File: config.mk
export PLATFORM = sky130hd
export DESIGN_NAME = oscsc_top
export DESIGN_NICKNAME = d
export VERILOG_FILES = /design/src/shared/oscsc_pkg.sv /design/src/verilog/oscsc_divider.sv /design/src/verilog/oscsc_top.sv
export VERILOG_INCLUDE_DIRS = /design/src /design/src/shared
export SDC_FILE = /design/constraint.sdc
export NUM_CORES = 1
export LEC_CHECK = 0
export ABC_AREA = 1
export BUFFER_PORTS_ARGS = -buffer_cell sky130_fd_sc_hd__buf_2
export CELL_PAD_IN_SITES_DETAIL_PLACEMENT = 1
export CELL_PAD_IN_SITES_GLOBAL_PLACEMENT = 1
export CORE_ASPECT_RATIO = 0.9
export CORE_MARGIN = 3
export CORE_UTILIZATION = 40
export DETAILED_ROUTE_END_ITERATION = 6
export PLACE_DENSITY = 0.84
export SYNTH_ARGS = -nofsm -noshare
export SYNTH_HDL_FRONTEND = slang
export SYNTH_SLANG_ARGS = --single-unit
File: constraint.sdc
create_clock -name sys_clk_in -period 5.9 [get_ports sys_clk_in]
set_input_delay 0.59 -clock sys_clk_in [delete_from_list [all_inputs] [get_ports sys_clk_in]]
set_output_delay 0.59 -clock sys_clk_in [all_outputs]
set_load 0.02 [all_outputs]
File: src/shared/oscsc_defs.svh
// Register map, field positions, reset values and decode constants of the oscillator sync control
// How it works
// RQ1: With force-release clear, the distribution stays held in sync until the output loop first locks, then is released once with all dividers aligned.
// RQ2: With force-release set, the lock state is ignored and the distribution is released at once.
// RQ3: With the reference-valid override clear, the output loop reference is valid only when the input loop indicator says so.
// RQ4: With the reference-valid override set, the output loop reference is treated as valid regardless of the input loop.
// RQ5: The midpoint-force bit drives the oscillator control voltage to midscale when set and leaves normal operation when clear.
// RQ6: Writing one to the calibrate bit starts calibration, and the bit keeps reading one until software writes zero.
// RQ7: Writing zero to the calibrate bit resets calibration, so a fresh calibration needs a zero and then a one.
// RQ8: The 3-bit divider code 000 to 111 selects division by 4 to 11, and the divided clock feeds every output channel.
// RQ9: The second-pole resistor code in bits 7:6 selects 900, 450, 300 or 225 ohms.
// RQ10: The zero resistor code in bits 5:3 selects 3250, 2750, 2250, 2100 and 3000 ohms for codes 000 to 100.
// RQ11: The divider power-down bit stops the oscillator divider when set and lets it run when clear.
// RQ12: Software keeps the reserved bits of the control and divider registers at zero.
`ifndef OSCSC_DEFS_SVH
`define OSCSC_DEFS_SVH

`define OSCSC_ADDR_W          10
`define OSCSC_CTRL_ADDR       10'h0f3
`define OSCSC_DIVC_ADDR       10'h0f4
`define OSCSC_LF_ADDR         10'h0f5

`define OSCSC_CTRL_FORCE_BIT  4
`define OSCSC_CTRL_REFOV_BIT  3
`define OSCSC_CTRL_MID_BIT    2
`define OSCSC_CTRL_CAL_BIT    1
`define OSCSC_DIVC_PD_BIT     3
`define OSCSC_DIVC_CODE_LSB   0
`define OSCSC_LF_POLE_LSB     6
`define OSCSC_LF_ZERO_LSB     3
`define OSCSC_LF_CPOLE_LSB    0

`define OSCSC_CTRL_RST        8'h00
`define OSCSC_DIVC_RST        8'h00
`define OSCSC_LF_RST          8'h00

`define OSCSC_DIV_BASE        4'h4
`define OSCSC_POLE_OHM_0      10'h384
`define OSCSC_POLE_OHM_1      10'h1c2
`define OSCSC_POLE_OHM_2      10'h12c
`define OSCSC_POLE_OHM_3      10'h0e1
`define OSCSC_ZERO_OHM_0      12'hcb2
`define OSCSC_ZERO_OHM_1      12'habe
`define OSCSC_ZERO_OHM_2      12'h8ca
`define OSCSC_ZERO_OHM_3      12'h834
`define OSCSC_ZERO_OHM_4      12'hbb8
`define OSCSC_ZERO_OHM_5      12'h9c4
`define OSCSC_ZERO_OHM_6      12'h7d0
`define OSCSC_ZERO_OHM_7      12'h73a

`endif

File: src/shared/oscsc_pkg.sv
// Types and decode functions of the oscillator sync control
`include "oscsc_defs.svh"
package oscsc_pkg;

    typedef enum logic [1:0] {
        OSCSC_HOLD = 2'b01,
        OSCSC_FREE = 2'b10
    } oscsc_sync_t;

    typedef struct packed {
        logic force_release;
        logic ref_override;
        logic midpoint;
        logic calibrate;
    } oscsc_ctrl_t;

    typedef struct packed {
        logic       power_down;
        logic [2:0] code;
    } oscsc_divc_t;

    typedef struct packed {
        logic [1:0] pole;
        logic [2:0] zero;
        logic [2:0] cpole;
    } oscsc_lf_t;

    function automatic logic [3:0] oscsc_div_ratio(input logic [2:0] code);
        return `OSCSC_DIV_BASE + {1'b0, code};
    endfunction

    function automatic logic [9:0] oscsc_pole_ohms(input logic [1:0] code);
        case (code)
            2'h0:    return `OSCSC_POLE_OHM_0;
            2'h1:    return `OSCSC_POLE_OHM_1;
            2'h2:    return `OSCSC_POLE_OHM_2;
            default: return `OSCSC_POLE_OHM_3;
        endcase
    endfunction

    function automatic logic [11:0] oscsc_zero_ohms(input logic [2:0] code);
        case (code)
            3'h0:    return `OSCSC_ZERO_OHM_0;
            3'h1:    return `OSCSC_ZERO_OHM_1;
            3'h2:    return `OSCSC_ZERO_OHM_2;
            3'h3:    return `OSCSC_ZERO_OHM_3;
            3'h4:    return `OSCSC_ZERO_OHM_4;
            3'h5:    return `OSCSC_ZERO_OHM_5;
            3'h6:    return `OSCSC_ZERO_OHM_6;
            default: return `OSCSC_ZERO_OHM_7;
        endcase
    endfunction

endpackage

File: src/verilog/oscsc_divider.sv
// Oscillator divider: divides by a ratio of 4 to 11, held static while stopped
`timescale 1ns/100ps
module oscsc_divider import oscsc_pkg::*; #(
    parameter int CNT_W = 4
) (
    input  wire logic             sys_clk_in,
    input  wire logic             rst_in,
    input  wire logic [CNT_W-1:0] ratio_in,
    input  wire logic             stop_in,
    output logic                  div_clk_out
);

    logic [CNT_W-1:0] cnt;
    logic [CNT_W-1:0] next_cnt;
    logic             next_div_clk;

    always_comb begin
        if (stop_in) begin                                         // RQ11
            // Park on the last count so the first edge after a stop opens a full period
            next_cnt = ratio_in - 1'b1;
        end else if (cnt >= ratio_in - 1'b1) begin                 // RQ8
            next_cnt = '0;
        end else begin
            next_cnt = cnt + 1'b1;
        end
        next_div_clk = !stop_in && (next_cnt < (ratio_in >> 1));
    end

    always_ff @(posedge sys_clk_in) begin
        if (rst_in) begin
            cnt         <= '0;
            div_clk_out <= 1'b0;
        end else begin
            cnt         <= next_cnt;
            div_clk_out <= next_div_clk;
        end
    end

    // Cycles since the last rising edge, for the period check
    logic [CNT_W:0] gap;
    logic           seen_rise;
    always_ff @(posedge sys_clk_in) begin
        if (rst_in || stop_in) begin
            gap       <= '0;
            seen_rise <= 1'b0;
        end else if (next_div_clk && !div_clk_out) begin
            gap       <= '0;
            seen_rise <= 1'b1;
        end else begin
            gap       <= gap + 1'b1;
        end
    end
endmodule // oscsc_divider

File: src/verilog/oscsc_top.sv
// Oscillator sync control: control registers, sync release, reference qualify, calibration
`timescale 1ns/100ps
module oscsc_top import oscsc_pkg::*; (
    input  wire logic                     sys_clk_in,
    input  wire logic                     rst_in,
    input  wire logic                     reg_wr_in,
    input  wire logic                     reg_rd_in,
    input  wire logic [`OSCSC_ADDR_W-1:0] reg_addr_in,
    input  wire logic [7:0]               reg_wdata_in,
    input  wire logic                     output_loop_lock_in,
    input  wire logic                     input_loop_ref_valid_in,
    output logic [7:0]                    reg_rdata_out,
    output logic                          dist_sync_hold_out,
    output logic                          ref_valid_out,
    output logic                          vco_midscale_out,
    output logic                          cal_run_out,
    output logic                          cal_start_out,
    output logic                          cal_reset_out,
    output logic [3:0]                    div_ratio_out,
    output logic                          div_clk_out,
    output logic [9:0]                    second_pole_ohms_out,
    output logic [11:0]                   zero_ohms_out
);

    // Register file
    oscsc_ctrl_t ctrl;
    oscsc_ctrl_t next_ctrl;
    oscsc_divc_t divc;
    oscsc_divc_t next_divc;
    oscsc_lf_t   lf;
    oscsc_lf_t   next_lf;
    logic [7:0]  next_rdata;
    logic        ctrl_wr;
    logic [2:0]  div_code;

    assign ctrl_wr  = reg_wr_in && (reg_addr_in == `OSCSC_CTRL_ADDR);
    assign div_code = divc.code;

    always_comb begin
        next_ctrl  = ctrl;
        next_divc  = divc;
        next_lf    = lf;
        next_rdata = reg_rdata_out;
        if (ctrl_wr) begin
            next_ctrl.force_release = reg_wdata_in[`OSCSC_CTRL_FORCE_BIT];
            next_ctrl.ref_override  = reg_wdata_in[`OSCSC_CTRL_REFOV_BIT];
            next_ctrl.midpoint      = reg_wdata_in[`OSCSC_CTRL_MID_BIT];
            next_ctrl.calibrate     = reg_wdata_in[`OSCSC_CTRL_CAL_BIT];     // RQ6
        end
        if (reg_wr_in && reg_addr_in == `OSCSC_DIVC_ADDR) begin
            next_divc.power_down = reg_wdata_in[`OSCSC_DIVC_PD_BIT];
            next_divc.code       = reg_wdata_in[`OSCSC_DIVC_CODE_LSB +: 3];
        end
        if (reg_wr_in && reg_addr_in == `OSCSC_LF_ADDR) begin
            next_lf.pole  = reg_wdata_in[`OSCSC_LF_POLE_LSB +: 2];
            next_lf.zero  = reg_wdata_in[`OSCSC_LF_ZERO_LSB +: 3];
            next_lf.cpole = reg_wdata_in[`OSCSC_LF_CPOLE_LSB +: 3];
        end
        if (reg_rd_in) begin
            next_rdata = 8'h00;
            case (reg_addr_in)
                `OSCSC_CTRL_ADDR: begin
                    next_rdata[`OSCSC_CTRL_FORCE_BIT] = ctrl.force_release;
                    next_rdata[`OSCSC_CTRL_REFOV_BIT] = ctrl.ref_override;
                    next_rdata[`OSCSC_CTRL_MID_BIT]   = ctrl.midpoint;
                    next_rdata[`OSCSC_CTRL_CAL_BIT]   = ctrl.calibrate;      // RQ6
                end
                `OSCSC_DIVC_ADDR: begin
                    next_rdata[`OSCSC_DIVC_PD_BIT]          = divc.power_down;
                    next_rdata[`OSCSC_DIVC_CODE_LSB +: 3]   = divc.code;
                end
                `OSCSC_LF_ADDR: begin
                    next_rdata = {lf.pole, lf.zero, lf.cpole};
                end
                default: begin
                    next_rdata = 8'h00;
                end
            endcase
        end
    end

    always_ff @(posedge sys_clk_in) begin
        if (rst_in) begin
            ctrl          <= oscsc_ctrl_t'(`OSCSC_CTRL_RST);
            divc          <= oscsc_divc_t'(`OSCSC_DIVC_RST);
            lf            <= oscsc_lf_t'(`OSCSC_LF_RST);
            reg_rdata_out <= 8'h00;
        end else begin
            ctrl          <= next_ctrl;
            divc          <= next_divc;
            lf            <= next_lf;
            reg_rdata_out <= next_rdata;
        end
    end

    // Pin synchronisers
    logic lock_s1;
    logic lock_s2;
    logic refv_s1;
    logic refv_s2;

    always_ff @(posedge sys_clk_in) begin
        if (rst_in) begin
            lock_s1 <= 1'b0;
            lock_s2 <= 1'b0;
            refv_s1 <= 1'b0;
            refv_s2 <= 1'b0;
        end else begin
            lock_s1 <= output_loop_lock_in;
            lock_s2 <= lock_s1;
            refv_s1 <= input_loop_ref_valid_in;
            refv_s2 <= refv_s1;
        end
    end

    // Distribution sync release: one-time, stays released until reset
    oscsc_sync_t sync_state;
    oscsc_sync_t next_sync_state;

    always_comb begin
        case (sync_state)
            OSCSC_HOLD: begin
                if (ctrl.force_release || lock_s2) begin             // RQ1 RQ2
                    next_sync_state = OSCSC_FREE;
                end else begin
                    next_sync_state = OSCSC_HOLD;
                end
            end
            OSCSC_FREE: begin
                next_sync_state = OSCSC_FREE;
            end
            default: begin
                next_sync_state = OSCSC_HOLD;
            end
        endcase
    end

    // Status and analog control outputs
    logic        next_ref_valid;
    logic        next_cal_start;
    logic [3:0]  next_div_ratio;

    always_comb begin
        next_ref_valid = ctrl.ref_override || refv_s2;                  // RQ3 RQ4
        next_cal_start = ctrl.calibrate && !cal_run_out;                // RQ6 RQ7
        next_div_ratio = oscsc_div_ratio(divc.code);                    // RQ8
    end

    always_ff @(posedge sys_clk_in) begin
        if (rst_in) begin
            sync_state           <= OSCSC_HOLD;
            dist_sync_hold_out   <= 1'b1;
            ref_valid_out        <= 1'b0;
            vco_midscale_out     <= 1'b0;
            cal_run_out          <= 1'b0;
            cal_start_out        <= 1'b0;
            cal_reset_out        <= 1'b1;
            div_ratio_out        <= `OSCSC_DIV_BASE;
            second_pole_ohms_out <= `OSCSC_POLE_OHM_0;
            zero_ohms_out        <= `OSCSC_ZERO_OHM_0;
        end else begin
            sync_state           <= next_sync_state;
            dist_sync_hold_out   <= (next_sync_state == OSCSC_HOLD);    // RQ1
            ref_valid_out        <= next_ref_valid;
            vco_midscale_out     <= ctrl.midpoint;                      // RQ5
            cal_run_out          <= ctrl.calibrate;                     // RQ6
            cal_start_out        <= next_cal_start;
            cal_reset_out        <= !ctrl.calibrate;                    // RQ7
            div_ratio_out        <= next_div_ratio;
            second_pole_ohms_out <= oscsc_pole_ohms(lf.pole);           // RQ9
            zero_ohms_out        <= oscsc_zero_ohms(lf.zero);           // RQ10
        end
    end

    // Divider runs only while released and powered; held static keeps channels aligned
    oscsc_divider #(
        .CNT_W (4)
    ) u_divider (
        .sys_clk_in  (sys_clk_in),
        .rst_in      (rst_in),
        .ratio_in    (next_div_ratio),
        .stop_in     (divc.power_down || dist_sync_hold_out),           // RQ11 RQ1
        .div_clk_out (div_clk_out)
    );
endmodule // oscsc_top
Word-level counts from Yosys, hierarchy flattened
Cells that the tools add are included.

$add $sub $neg: 3. Multiplexer cells: 10. Reduce and logical (&&, ||, !) cells: 13. Magnitude comparators: 2. Equal/unequal tests: 14.

Operators with widths (count): 12-bit case mux with 7 select lines (1); 10-bit by 8-bit equality test with 1-bit output (second input constant) (3); 10-bit case mux with 3 select lines (1); 3-bit equality test (second input constant) (3); 3-bit case mux with 3 select lines (1); 4-bit 2-to-1 mux (2); 2-bit by 1-bit equality test with 1-bit output (second input constant) (3); 3-bit by 2-bit equality test with 1-bit output (second input constant) (2); 1-bit logical AND (5); 3-bit by 3-bit adder with 4-bit output (first input constant) (1); 4-bit by 1-bit adder with 4-bit output (second input constant) (1); 2-bit equality test (second input constant) (2); 4-bit >= comparator (1); 4-bit by 3-bit less-than comparator with 1-bit output (1); 1-bit case mux with 2 select lines (2); 2-bit case mux with 2 select lines (1); 4-bit by 1-bit subtractor with 4-bit output (second input constant) (1); 3-bit by 1-bit equality test with 1-bit output (second input constant) (1); 1-bit zero test (3); 3-bit zero test (1); 1-bit logical OR (3); 3-bit 2-to-1 mux (1); 2-bit zero test (1); 2-bit 2-to-1 mux (1).

Register bits: 67. Word-level logic and storage cells: 68. Output and inout bits: 41. Input bits: 24.

Logic depth before layout (Yosys ltp)
Depth after elaboration: 7. Gate-level depth with buffers: 14. Depth with buffers taken out: 14.

Modules after synthesis
A second synthesis with hierarchy kept.

Cell total of the unflattened synthesis: 313. Area, all modules: 2583.7 um^2.

By module, submodules not included: oscsc_top (area an instance 2135.8 um^2, instances 1, seq. area each 1201.2 um^2, cells an instance 253); oscsc_divider (area an instance 447.9 um^2, instances 1, seq. area each 100.1 um^2, cells an instance 60).

Worst setup path before layout
Ideal clock, no wire load.

Kind: register to register. From: register divc, in the netlist div_code[0]. To: register u_divider.div_clk_out. Required time: 5830 ps. Slack: 3911 ps. Arrival time: 1919 ps. Buffers on the path: 0. Period minus slack after synthesis: 1989 ps. Setup time: 70 ps. Cell stages (with the launch flop): 15. Path through: dfxtp_1 -> inv_1 -> ha_1 -> xor2_1 -> ha_1 -> nand2_1 -> inv_1 -> nand2_1 -> and3_1 -> nand3_1 -> nand2_1 -> ha_1 -> nand2_1 -> nand2_1 -> a21oi_1.

Cells in the longest elaborated chain, start to end: 7.

RTL lines: start, declared (RTL line oscsc_top.sv:28) `oscsc_divc_t divc;`; start signal, assigned (RTL line oscsc_top.sv:85) `` divc <= oscsc_divc_t'(`OSCSC_DIVC_RST); ``; start signal, assigned (RTL line oscsc_top.sv:90) `divc <= next_divc;`; 3-bit by 3-bit adder with 4-bit output (no source line) *; 4-bit by 1-bit subtractor with 4-bit output * (RTL line oscsc_divider.sv:20, oscsc_divider.sv:21); 4-bit >= comparator (RTL line oscsc_divider.sv:21) `end else if (cnt >= ratio_in - 1'b1) begin`; 4-bit 2-to-1 mux (RTL line oscsc_divider.sv:21); 4-bit 2-to-1 mux * (RTL line oscsc_divider.sv:18) `if (stop_in) begin`; net u_divider.next_cnt[1] (RTL line oscsc_divider.sv:14) `logic [CNT_W-1:0] next_cnt;`; 4-bit by 3-bit less-than comparator with 1-bit output * (RTL line oscsc_divider.sv:26) `next_div_clk = !stop_in && (next_cnt < (ratio_in >> 1));`; 1-bit logical AND * (RTL line oscsc_divider.sv:26); end signal, assigned (RTL line oscsc_divider.sv:35) `div_clk_out <= next_div_clk;`; end, declared (RTL line oscsc_divider.sv:10) `output logic div_clk_out`.

The timed path passes the listed nets; every way through them passes the cells marked *. A chain may end at the register's enable or synchronous reset.

Worst setup path after layout
From: register divc, in the netlist div_code[1]. To: register u_divider.div_clk_out.

Same word-level chain as after synthesis.

==> impl_metrics.ini <==
[global_route]
overflow = 0
grt_pass1_vias = 2259
track_usage_pct = 19.09
grt_start_max_net_pins = 27
antenna_found_initial = 0
grt_pass1_wl_mm = 10.42

[clocking]
clock_sinks = 65
worstSkewPairLatency_ps = 340
clockRootBuffer = clkbuf_8
ctsResizeCount = 0
cts_buffers = 9
htreeDepth = 3
clk_pin_slew_ps = 70
clockBufferDepth = 2
cts_hold_buf = 0
cts_tree = built
post_cts_buffers = 0

[power]
ir_worst_vdd_v = 0.0001605
p_leak_nw = 1.445
p_per_area_mw_per_mm2 = 296.7

[route]
wl_per_cell_um = 14.25
first_iter_violations = 68
drc = 0
ant_nets = 0
wirelength_mm = 6.382
vias_per_cell = 4.949
vias = 2217
dr.pass1.iters = 4

[logic_synthesis]
syn_area_per_cell_sq_um = 8.054
yosys_warnings = 0
yosysMostFrequentCell = dfxtp_1
synthArstFlopShare_pct = 0
synth_flop_cell = dfxtp_1
synthCells = 311
yosys.area.top_type = dfxtp_1
yosysUniqueCellTypes = 27
synth_top_cells_by_count = dfxtp_1, nand2_1, inv_1, nor2_1, a21oi_1
synth_top_area_share_pct = 51.95
synthTopCellsByArea = dfxtp_1, nand2_1, a21oi_1, inv_1, nor2_1
synth_enable_flop_cells = 0
ys_seq_area_share_pct = 51.95
ys_ff_latch = 65
syn_area_sq_mm = 0.002505

[timing]
layout_setup_ws_ps = 3651
min_period_ps = 2249
slew_violations = 0
rsz0062_at_grt = no
relSlewSlack_pct = 50.82
finalSetupViolCount = 0
setup_tns_ps = 0
tightestPinTransition_ps = 735.0
max_freq_ghz = 0.4445
finalClockSkew_ps = 8.681
finalCritPeriodShare_pct = 38.13
hold_viol = 0

[worst_setup_path]
cp.depth = 14
worstPathArrival_ps = 2520
slowest_stage = dfxtp_1
crit_type = reg -> reg
cp_common_cell = nand2_1
crit_start = div_code[1]$_SDFFE_PP0P_
slowest_delay_ps = 380
crit_chain = inv_1, ha_1, xor2_1, ha_1, nand2_1, inv_1, nand2_1, and3_1, nand3_1, nand2_1, ha_1, nand2_1, nand2_1, a21oi_1
reg2regPathDepth = 14
end_kind = flop
path_buf_inv = 2
r2r_end = u_divider.div_clk_out$_SDFF_PP0_
critPathLaunchType = flop
reg2reg_slack_ps = 3650
required_ps = 6170
critical_path.max_fanout = 4
rr_startpoint = div_code[1]$_SDFFE_PP0P_
critical_path.top_delay_family = adder cells
cp-endpoint = u_divider.div_clk_out$_SDFF_PP0_

[floorplanning]
rows = 26
start_util_pct = 42.78
core_area_sq_mm = 0.005856
die_w_um = 89.42
ioPinCount = 65
dieArea_sq_mm = 0.007249
die_h_um = 81.08

[placed_design]
port_buffers = 62
dp.final_hpwl_mm = 4.799
gp_congestion = 0.7677
pre_cts_ws_ps = 3620

[final_layout]
fin_nets = 407
antennaDiodeCount = 0
drive_gt1_share_pct = 23.02
fillers = 755
syn_to_final_growth_pct = 22.43

[run_status]
status = complete, no violations

[job]
drv_cap = 0

[hold_path]
min_path_type = reg -> reg
==> flip-flops by register name, indices dropped and copies added (netlist names), 2 cells and up <==
| name | flops |
|---|---|
| second_pole_ohms_out | 9 |
| div_code | 3 |
| lf | 8 |
| div_ratio_out | 4 |
| reg_rdata_out | 8 |
| ctrl | 4 |
| zero_ohms_out | 11 |
| u_divider.cnt | 4 |
| sync_state | 2 |
==> worst reg2reg max path: stages (launching register included) <==
cell,delay [ps]
dfxtp_1,380
inv_1,100
ha_1,190
xor2_1,160
ha_1,290
nand2_1,50
inv_1,70
nand2_1,60
and3_1,210
nand3_1,100
nand2_1,70
ha_1,270
nand2_1,70
nand2_1,50
a21oi_1,130
==> power breakdown <==
| part | internal [W] | leakage, nW | switching [W] | total (W) |
|---|---|---|---|---|
| clock network | 0.000249 | 0.113 | 0.000168 | 0.000417 |
| registers | 0.000444 | 0.527 | 0.00000277 | 0.000446 |
| logic | 0.0000152 | 0.805 | 0.0000310 | 0.0000462 |
| total | 0.000708 | 1.45 | 0.000202 | 0.000910 |
==> cells by family after synthesis <==
logic type               count (synthesis)  synth area share, %
AO/OA/AOI/OAI                           61                12.39
XOR/XNOR                                 3                1.049
adder cells (fa/ha/maj)                 10                4.995
buffers and inverters                   55                8.841
flip-flops                              65                51.95
other                                    1               0.1497
AND/OR/NAND/NOR                        116                20.63
==> through the flow <==
stage / total power [W] / hold WS (ps) / instance area, sq um / std cells / utilization [%]
after floorplan: 0.0004854 / 388.3 / 2509 / 312 / -
after global placement: 0.0005007 / 390.2 / 2846 / 432 / 48.61
after detailed placement: 0.0005027 / 398.5 / 2846 / 432 / 48.61
after CTS: 0.0009183 / 408.2 / 3067 / 448 / 52.37
after global routing: 0.0009477 / 437.0 / 3067 / 448 / 52.37
final: 0.0009098 / 403.9 / 3067 / 448 / 52.37
==> layer usage <==
layer | up-vias | global-route usage (%) | share of wire (%)
met4 | 0 | 6.548 | 2.3
li1 | 1114 | - | -
met3 | 14 | 6.694 | 4.5
met2 | 55 | 30.71 | 46
met5 | - | 0 | 0
met1 | 1034 | 23.69 | 47
==> layout by cell type, fill, tap and decap left out, drive strengths merged <==
cell	Yosys	final
conb	1	2
dfxtp	65	65
o31ai	1	1
o21ai	27	27
inv	43	43
and3	1	1
ha	10	10
nand4	9	9
clkinv	0	3
nand3	12	12
xor2	2	2
bufinv	0	2
nor2	42	42
buf	6	62
nand2	46	46
nor3	3	3
nand2b	1	1
o211ai	1	1
or2	2	2
xnor2	1	1
clkbuf	6	11
a21oi	32	32
==> worst min-delay path by stage <==
stage                       startpoint  cells past startpoint  slack (ps)            endpoint
floorplan           lock_s1$_SDFF_PP0_                      2         390  lock_s2$_SDFF_PP0_
global placement    refv_s1$_SDFF_PP0_                      2         390  refv_s2$_SDFF_PP0_
detailed placement  lock_s1$_SDFF_PP0_                      2         400  lock_s2$_SDFF_PP0_
CTS                 lock_s1$_SDFF_PP0_                      2         410  lock_s2$_SDFF_PP0_
global route        refv_s1$_SDFF_PP0_                      2         440  refv_s2$_SDFF_PP0_
finish              lock_s1$_SDFF_PP0_                      2         400  lock_s2$_SDFF_PP0_
==> final cells by class <==
cell class	instances	area (sq um)	share of cell area (%)
Sequential cell	65	1301	42.43
Tap cell	70	87.58	2.856
Inverter	43	161.4	5.263
Multi-Input combinational cell	192	985.9	32.15
Clock buffer	11	141.4	4.610
Clock inverter	5	78.83	2.570
Timing Repair Buffer	62	310.3	10.12
Power figures use the tool's default switching activity.
